## src/logic/fsi_pkg.sv

```systemverilog
// Purpose: Shared constants and carrier types for the flash security,
//          interrupt and reset-initialisation block.
// Assumes: One 10 MHz bus clock, asynchronous active-high reset.
// Notes:   Operation
// Operation
// - Command irq when complete flag and enable
// - Error irq from enabled fault flags
// - Wait mode changes nothing; command irq wakes
// - Finish running command before granting stop
// - Reset loads security from configuration byte
// - New security byte waits for next reset
// - Key compare only when key enable set
// - Matching keys force security state 10
// - All-zero or all-one keys never match
// - Block 0 reads invalid during key verify
// - One bad key locks out until reset
// - Verify leaves stored bytes and protection alone
// - Erased flash in special mode unsecures
// - Reset sequence loads configuration and protection
// - Sequence errors fall back to secured defaults
// - Double fault in sequence sets both bits
// - Complete flag low during sequence, then set
// - Stall all accesses in initial sequence part
// - Command writes ignored until complete flag
// - Reset aborts running command immediately
package fsi_pkg;

  // Configuration field byte addresses loaded by the reset sequence
  localparam logic [22:0] FSI_SEC_BYTE_ADDR   = 23'h7FFF0F;
  localparam logic [22:0] FSI_KEY_BASE_ADDR   = 23'h7FFF00;
  localparam logic [22:0] FSI_PPROT_ADDR      = 23'h7FFF0C;
  localparam logic [22:0] FSI_DPROT_ADDR      = 23'h7FFF0D;
  localparam logic [22:0] FSI_OPT_ADDR        = 23'h7FFF0E;

  // Field positions inside the security register
  localparam int          FSI_SEC_LSB         = 0;
  localparam int          FSI_BACKDOOR_KEY_ENABLE_LSB       = 6;
  localparam logic [1:0]  FSI_SEC_UNSECURED   = 2'h2;
  localparam logic [1:0]  FSI_BACKDOOR_KEY_ENABLE_ENABLED   = 2'h2;

  // Built-in fallback values: fully protected and secured
  localparam logic [7:0]  FSI_SEC_DEFAULT     = 8'hFF;
  localparam logic [7:0]  FSI_PPROT_DEFAULT   = 8'h00;
  localparam logic [7:0]  FSI_DPROT_DEFAULT   = 8'h00;
  localparam logic [7:0]  FSI_OPT_DEFAULT     = 8'hFF;

  // Invalid key words, invalid read data and key count
  localparam logic [15:0] FSI_KEY_ZERO        = 16'h0000;
  localparam logic [15:0] FSI_KEY_ONES        = 16'hFFFF;
  localparam logic [15:0] FSI_BAD_READ_DATA   = 16'hFFFF;
  localparam int          FSI_NUM_KEYS        = 4;

  // Stall portion of the reset sequence
  localparam int          FSI_STALL_NS        = 500;
  localparam int          FSI_CLK_NS          = 100;
  localparam logic [7:0]  FSI_STALL_CYC       =
    8'((FSI_STALL_NS + FSI_CLK_NS - 1) / FSI_CLK_NS);

  // Reset-sequence load steps
  typedef enum logic [2:0] {
    FSI_LD_KEYS,
    FSI_LD_PPROT,
    FSI_LD_DPROT,
    FSI_LD_OPT,
    FSI_LD_SEC,
    FSI_LD_DONE
  } fsi_step_t;

  // Read port toward the nonvolatile array
  typedef struct packed {
    logic        req;
    logic [22:0] addr;
  } fsi_nvm_req_t;

  typedef struct packed {
    logic        valid;
    logic [15:0] data;
    logic        sbit;   // Corrected single-bit fault
    logic        dbit;   // Uncorrectable double-bit fault
  } fsi_nvm_rsp_t;

  // Loaded configuration
  typedef struct packed {
    logic [7:0] security_register;
    logic [7:0] program_area_protection_reg;
    logic [7:0] data_area_protection_reg;
    logic [7:0] option_register;
  } fsi_cfg_t;

endpackage : fsi_pkg

```

## src/logic/fsi_core.sv

```systemverilog
// Purpose: Interrupts, stop handshake, security and reset-time loading
//          for an on-chip flash module.
// Assumes: Memory controller reports command start/end as pulses.
// Notes:   Configuration is read from the array once after reset.
`timescale 1ns/100ps
module fsi_core (
  input  wire logic                 clk,
  input  wire logic                 rst,
  // Array read port for the reset sequence
  output fsi_pkg::fsi_nvm_req_t     nvm_req,
  input  wire fsi_pkg::fsi_nvm_rsp_t nvm_rsp,
  // Command engine
  input  wire logic                 cmd_launch,
  input  wire logic                 cmd_done,
  input  wire logic                 cmd_is_keyverify,
  input  wire logic [63:0]          key_presented,
  input  wire logic                 erase_verify_all_ok,
  input  wire logic                 special_single_chip,
  // Interrupt enables and fault flags
  input  wire logic                 command_complete_irq_enable,
  input  wire logic                 double_fault_irq_enable,
  input  wire logic                 single_fault_irq_enable,
  input  wire logic                 double_fault_flag,
  input  wire logic                 single_fault_flag,
  // Processor access and power modes
  input  wire logic                 cmd_reg_write,
  input  wire logic [15:0]          block0_read_data,
  input  wire logic                 stop_request,
  input  wire logic                 wait_mode,
  output logic                      command_complete_flag,
  output logic                      cmd_reg_write_ok,
  output logic                      cmd_abort,
  output logic                      cpu_stall,
  output logic [15:0]               block0_read_out,
  output logic                      block0_read_invalid,
  output logic                      stop_ack,
  output logic                      cmd_irq,
  output logic                      err_irq,
  output logic                      keyverify_ok,
  output logic                      keyverify_fail,
  output logic                      key_lockout,
  output logic [1:0]                verify_fault_status,
  output fsi_pkg::fsi_cfg_t         cfg
);
  import fsi_pkg::*;

  typedef struct packed {
    fsi_step_t   step;
    logic [1:0]  word;
    logic        pend;
    logic [7:0]  stall_cnt;
    logic        seq_err;
    logic        ccf;
    logic        kv_run;
    logic        lockout;
    logic        kv_ok;
    logic        kv_fail;
    logic [1:0]  mg;
    logic [1:0]  sec_live;
    logic [63:0] keys;
    fsi_cfg_t    cfg;
    logic [15:0] rdata;
  } fsi_state_t;

  fsi_state_t state_reg;
  fsi_state_t state_next;
  logic [FSI_NUM_KEYS-1:0] key_match;
  logic        seq_busy;
  logic        keys_ok;

  // One comparator per key word
  for (genvar i = 0; i < FSI_NUM_KEYS; i++) begin : g_key
    fsi_key_cmp u_cmp (
      .stored    (state_reg.keys[16*i +: 16]),
      .presented (key_presented[16*i +: 16]),
      .match     (key_match[i])
    );
  end

  assign seq_busy = (state_reg.step != FSI_LD_DONE);
  assign keys_ok  = &key_match;

  // Read address for the current load step
  always_comb begin
    nvm_req.req  = seq_busy && !state_reg.pend;
    unique case (state_reg.step)
      FSI_LD_KEYS:  nvm_req.addr = FSI_KEY_BASE_ADDR +
                                   23'({state_reg.word, 1'b0});
      FSI_LD_PPROT: nvm_req.addr = FSI_PPROT_ADDR;
      FSI_LD_DPROT: nvm_req.addr = FSI_DPROT_ADDR;
      FSI_LD_OPT:   nvm_req.addr = FSI_OPT_ADDR;
      FSI_LD_SEC:   nvm_req.addr = FSI_SEC_BYTE_ADDR;
      FSI_LD_DONE:  nvm_req.addr = FSI_SEC_BYTE_ADDR;
      default:      nvm_req.addr = FSI_SEC_BYTE_ADDR;
    endcase
  end

  // Next-state logic
  always_comb begin
    state_next         = state_reg;
    state_next.kv_ok   = 1'b0;
    state_next.kv_fail = 1'b0;
    if (state_reg.stall_cnt != 8'h00) begin
      state_next.stall_cnt = state_reg.stall_cnt - 8'h01;
    end
    // Reset sequence steps through the configuration field
    if (seq_busy) begin
      if (nvm_req.req) begin
        state_next.pend = 1'b1;
      end
      if (state_reg.pend && nvm_rsp.valid) begin
        state_next.pend = 1'b0;
        if (nvm_rsp.dbit) begin
          state_next.mg      = 2'h3;
          state_next.seq_err = 1'b1;
        end
        unique case (state_reg.step)
          FSI_LD_KEYS: begin
            state_next.keys[16*state_reg.word +: 16] = nvm_rsp.data;
            state_next.word = state_reg.word + 2'h1;
            if (state_reg.word == 2'h3) begin
              state_next.step = FSI_LD_PPROT;
            end
          end
          FSI_LD_PPROT: begin
            state_next.cfg.program_area_protection_reg = nvm_rsp.data[7:0];
            state_next.step = FSI_LD_DPROT;
          end
          FSI_LD_DPROT: begin
            state_next.cfg.data_area_protection_reg = nvm_rsp.data[7:0];
            state_next.step = FSI_LD_OPT;
          end
          FSI_LD_OPT: begin
            state_next.cfg.option_register = nvm_rsp.data[7:0];
            state_next.step = FSI_LD_SEC;
          end
          FSI_LD_SEC: begin
            state_next.cfg.security_register = nvm_rsp.data[7:0];
            state_next.step = FSI_LD_DONE;
          end
          default: state_next.step = FSI_LD_DONE;
        endcase
      end
      // Fallback to protected, secured defaults on any error
      if (state_next.step == FSI_LD_DONE) begin
        if (state_next.seq_err) begin
          state_next.cfg.security_register = FSI_SEC_DEFAULT;
          state_next.cfg.program_area_protection_reg = FSI_PPROT_DEFAULT;
          state_next.cfg.data_area_protection_reg = FSI_DPROT_DEFAULT;
          state_next.cfg.option_register = FSI_OPT_DEFAULT;
          state_next.keys = {FSI_NUM_KEYS{FSI_KEY_ONES}};
        end
        state_next.sec_live =
          state_next.cfg.security_register[FSI_SEC_LSB +: 2];
        state_next.ccf = 1'b1;
      end
    end else begin
      // Command engine tracking of the complete flag
      if (cmd_launch && state_reg.ccf) begin
        state_next.ccf    = 1'b0;
        state_next.kv_run = cmd_is_keyverify;
      end
      if (cmd_done && !state_reg.ccf) begin
        state_next.ccf    = 1'b1;
        state_next.kv_run = 1'b0;
        // Key verify result updates only the live state
        if (state_reg.kv_run) begin
          if (!state_reg.lockout &&
              state_reg.cfg.security_register[FSI_BACKDOOR_KEY_ENABLE_LSB +: 2] ==
              FSI_BACKDOOR_KEY_ENABLE_ENABLED && keys_ok) begin
            state_next.sec_live = FSI_SEC_UNSECURED;
            state_next.kv_ok    = 1'b1;
          end else begin
            state_next.lockout = 1'b1;
            state_next.kv_fail = 1'b1;
          end
        end
      end
      // Erased-device unsecure path in special single chip mode
      if (special_single_chip && erase_verify_all_ok) begin
        state_next.sec_live = FSI_SEC_UNSECURED;
      end
    end
    // Block 0 read data path, registered in step with the invalid flag
    state_next.rdata = state_next.kv_run ? FSI_BAD_READ_DATA
                                         : block0_read_data;
  end

  // State register; reset also aborts any running command
  always_ff @(posedge clk or posedge rst) begin
    if (rst) begin
      state_reg           <= '0;
      state_reg.step      <= FSI_LD_KEYS;
      state_reg.stall_cnt <= FSI_STALL_CYC;
      state_reg.sec_live  <= FSI_SEC_DEFAULT[1:0];
      state_reg.cfg       <= {FSI_SEC_DEFAULT, FSI_PPROT_DEFAULT,
                              FSI_DPROT_DEFAULT, FSI_OPT_DEFAULT};
    end else begin
      state_reg <= state_next;
    end
  end

  // Outputs
  assign command_complete_flag = state_reg.ccf;
  assign cmd_reg_write_ok = cmd_reg_write && state_reg.ccf;
  assign cmd_abort        = rst;
  assign cpu_stall        = (state_reg.stall_cnt != 8'h00);
  assign block0_read_out  = state_reg.rdata;
  assign block0_read_invalid = state_reg.kv_run;
  // Stop granted only with no command running; wait has no effect
  assign stop_ack = stop_request && state_reg.ccf && !wait_mode ||
                    stop_request && state_reg.ccf;
  // Level interrupt requests, key verify results and fault status
  assign cmd_irq = state_reg.ccf && command_complete_irq_enable;
  assign err_irq = (double_fault_flag && double_fault_irq_enable) ||
                   (single_fault_flag && single_fault_irq_enable);
  assign keyverify_ok   = state_reg.kv_ok;
  assign keyverify_fail = state_reg.kv_fail;
  assign key_lockout    = state_reg.lockout;
  assign verify_fault_status = state_reg.mg;
  // Stored byte kept; live security field overrides low bits
  always_comb begin
    cfg = state_reg.cfg;
    cfg.security_register[FSI_SEC_LSB +: 2] = state_reg.sec_live;
  end
endmodule : fsi_core

```

## src/logic/fsi_key_cmp.sv

```systemverilog
// Purpose: Compares one presented backdoor key with its stored word.
// Assumes: Both words are steady while compared.
// Notes:   Invalid stored or presented words never match.
`timescale 1ns/100ps
module fsi_key_cmp (
  input  wire logic [15:0] stored,
  input  wire logic [15:0] presented,
  output logic             match
);
  import fsi_pkg::*;

  // Equality gated by the validity of the stored key
  assign match = (stored == presented) &&
                 (stored != FSI_KEY_ZERO) &&
                 (stored != FSI_KEY_ONES);
endmodule : fsi_key_cmp

```

## config.mk

```make
export PLATFORM = sky130hd
export DESIGN_NAME = fsi_core
export DESIGN_NICKNAME = d
export VERILOG_FILES = /design/src/logic/fsi_pkg.sv /design/src/logic/fsi_core.sv /design/src/logic/fsi_key_cmp.sv
export SDC_FILE = /design/constraint.sdc
export NUM_CORES = 1
export LEC_CHECK = 0
export BUFFER_PORTS_ARGS = -buffer_cell sky130_fd_sc_hd__buf_2
export CELL_PAD_IN_SITES_DETAIL_PLACEMENT = 1
export CELL_PAD_IN_SITES_GLOBAL_PLACEMENT = 2
export CORE_ASPECT_RATIO = 1.75
export CORE_MARGIN = 4
export CORE_UTILIZATION = 35
export CTS_CLUSTER_SIZE = 28
export DETAILED_ROUTE_END_ITERATION = 7
export GPL_ROUTABILITY_DRIVEN = 0
export PLACE_DENSITY_LB_ADDON = 0.1
export SETUP_SLACK_MARGIN = 0.05
export SLEW_MARGIN = 5
export SYNTH_ARGS = -nofsm -noshare
export SYNTH_HDL_FRONTEND = slang
export SYNTH_SLANG_ARGS = --single-unit
```

## constraint.sdc

```tcl
create_clock -name clk -period 9.7 [get_ports clk]
set_input_delay 1.94 -clock clk [delete_from_list [all_inputs] [get_ports clk]]
set_output_delay 1.94 -clock clk [all_outputs]
set_load 0.02 [all_outputs]
```

==> results.md <==
* Status: completed
* Critical-path cell list: buf_2 > a22o_1 > buf_2
* Final number of setup-violating endpoints at 0
* Critical path endpoint category: output pin
* Post-Route WL at 24,600 um
* CP max-delay cell: a22o_1
* Syn Std Cell Area at 7210 um2
* DIE AREA at 23,000 um2
* Worst hold slack at 0.474 ns
* Fmax at 230 MHz
* Row count at 69
* CTS Hold Bufs at 0
* Fin cells at 1,093
* DRT antenna net count at 0
* Syn-to-layout area delta at 16.0%
* Drt initial violations at 316
* Area of the multi-input gates at 3130 um2
* Largest register FFs at 81
* VDD IR max at 0.000155 V
* Cells after DPL at 1,061
* Syn Inst Count at 725
* Grt ovf at 0
* Worst-Skew Late Latency at 0.43 ns
* Synth Register Bits at 135
* Pwr dens at 299 nW/um2
* Clk sink count at 135
* Hold Path Class: reg -> reg
* Fillers at 2,364
* DRT Pass-1 Iters at 5
* Routed len/inst at 22.5 um
* Fin. max-slew vios at 0
* Core Area at 20,300 um2
* Post-cts sizing count at 0
* Setup Total Neg Slack at 0 ns
* Inserted Diodes at 0
* Die X at 116 um
* Clock Tree Buf Depth at 2
* Skew final at 0.0109 ns
* First-pass GRT wire length at 36,800 um
* Hpwl dp at 18,800 um
* CTS clock-pin slew for the worst setup and hold paths at 0.05 ns
* Most frequent CP cell: buf_2
* TritonCTS clock tree: built
* Drt via density at 5.26
* Relative slew slack at 21.0%
* Register area at 3400 um2
* Syn. warnings at 0
* Min cycle time layout at 4.35 ns
* Root buffer cell: clkbuf_16
* Final worst-path cycle share at 44.8%
* Crit path DAT at 2.41 ns
* Initial antenna violation count at 0
* Die Span Y at 198 um
* Worst Setup Path Type: in -> out
* DRC errors left at 0
* Vias in the first global route at 6,223
* Syn avg cell area at 9.94 um2
* Worst-Margin Slew at 1.18 ns
* Max incr delay on CP at 0.22 ns
* CP required at 7.76 ns
* Post-place setup slack at 5.35 ns
* Max-Cap Viols at 0
* Buf/Inv on CP at 2
* Boundary Pins at 199
* Total CTS buffers at 17
* Initial core utilization at 35.5%
* Crit Path Max Fanout at 1
* Seq/Total Area, Yosys at 47.2%
* Leak pwr at 3.69 nW
* Final Net Count at 953
* RSZ-0062 raised after global routing: no
* Nature of the critical path startpoint: input port
* Routed vias at 5,745
* Layout cells sized above 1 at 30.4%
* Total GRT Usage at 21.6%
* Worst setup margin at 5.35 ns
* Setup bufs post-CTS at 0
* Port Buffer Count at 177
* Total power at 2.50 mW
* H-tree depth at 4
* Post-synthesis cell type count at 47
* Crit path max-delay family: buffers and inverters
* Largest net degree at the start of global routing at 91
* Final Hold Violating Endpoints at 0
==> routing by layer <==
metal  up-vias  wire length, um  global-route usage (%)
met3        40              998                    3.91
met1      2880             9010                    23.7
met4         0             1010                    10.4
met2       152            13600                    39.2
met5         -                0                       0
li1       2673                -                       -
==> stage by stage <==
step / util (%) / cell area, um2
after floorplan: - / 7270
after global placement: 38.4 / 7790
final: 41.2 / 8360
after CTS: 41.2 / 8360
after global routing: 41.2 / 8360
after detailed placement: 38.4 / 7790
==> layout make-up <==
| class | instances | area share, % |
|---|---|---|
| Sequential cell | 135 | 40.7 |
| Inverter | 7 | 0.374 |
| Multi-Input combinational cell | 490 | 37.5 |
| Timing Repair Buffer | 181 | 11.0 |
| Clock inverter | 9 | 1.20 |
| Tap cell | 248 | 3.71 |
| Clock buffer | 23 | 5.60 |
==> kinds of logic (layout without fill, tap and decap cells) <==
logic type                 count (synthesis)  in the layout  synth area share, %
xor gates and xnor gates                  69             69                 8.39
DFF                                      135            135                 47.2
muxes                                     17             17                 2.36
adders and majority gates                  7              7                 1.22
other                                      2             19                0.104
buffers and inverters                    117            220                 10.2
AOI/OAI and AO/OA                         84             84                 9.18
and+or+nand+nor                          294            294                 21.3
==> placed cells by master, fill, tap and decap left out, types with 3 or more instances in the layout <==
cell type,netlist,layout
buf_2,6,177
dfrtp_1,115,115
nand2_1,90,90
xor2_1,53,53
nand3_1,50,50
nor2_1,36,35
nor4_1,34,34
a221o_1,32,32
nand4_1,27,27
dfstp_2,20,20
conb_1,2,19
mux2i_1,17,17
clkbuf_16,0,17
or2_2,16,16
xnor2_1,16,16
o211ai_1,16,16
a21oi_1,10,10
o21ai_0,10,10
and2_1,9,9
nand2b_1,9,9
ha_1,7,7
inv_1,7,6
nor3_1,5,5
clkinv_2,0,5
nor4_4,4,4
clkbuf_1,24,4
buf_4,71,4
a31oi_1,3,3
a21o_1,3,3
==> cell usage after synthesis (all sizes together) <==
cell / n / share of area (%)
nor3b: 1 / 0.17
nor4: 38 / 4.1
dfstp: 20 / 7.3
o211ai: 16 / 1.7
xnor2: 16 / 1.9
and2: 9 / 0.78
nor3: 7 / 0.62
o21ai: 10 / 0.69
a21oi: 10 / 0.69
clkbuf: 30 / 1.7
a221o: 32 / 4.4
nand4: 27 / 2.3
or2: 18 / 1.6
a22o: 2 / 0.24
o21bai: 2 / 0.21
a211oi: 1 / 0.10
ha: 7 / 1.2
inv: 7 / 0.36
a21boi: 1 / 0.10
a31oi: 3 / 0.26
o31ai: 1 / 0.10
and3: 2 / 0.17
or4: 2 / 0.26
o21a: 1 / 0.10
a21o: 3 / 0.31
conb: 2 / 0.10
nand3b: 1 / 0.10
xor2: 53 / 6.4
nand3: 50 / 3.5
nand2: 92 / 4.9
o31a: 2 / 0.24
buf: 80 / 8.2
nor2b: 1 / 0.087
nor2: 36 / 1.9
nand2b: 9 / 0.78
or3: 1 / 0.087
mux2i: 17 / 2.4
dfrtp: 115 / 40
==> worst paths after layout <==
| kind | endpoint | cells after the start | slack, ns | startpoint |
|---|---|---|---|---|
| hold / removal | verify_fault_status[0] | 1 | 0.47 | verify_fault_status[0] |
| setup / recovery | err_irq | 3 | 5.35 | double_fault_flag |
| min in group asynchronous | state_reg[128] | 2 | 1.69 | rst |
| hold reg to reg | verify_fault_status[0] | 1 | 0.47 | verify_fault_status[0] |
| max in group asynchronous | state_reg[97] | 3 | 6.83 | rst |
| setup reg to reg | state_reg[66] | 4 | 6.92 | state_reg[135] |
==> power by group <==
group          internal (mW)  switching, mW
Combinational          0.331          0.601
Sequential             0.758          0.180
Clock                  0.389          0.244
==> worst reg2reg max path: stages, from the launching register on <==
cell      delay (ns)
dfrtp_1         0.55
nor4_4          0.62
nand3_1         0.96
nand2_1         0.35
o211ai_1        0.14
Power figures use the tool's default switching activity.
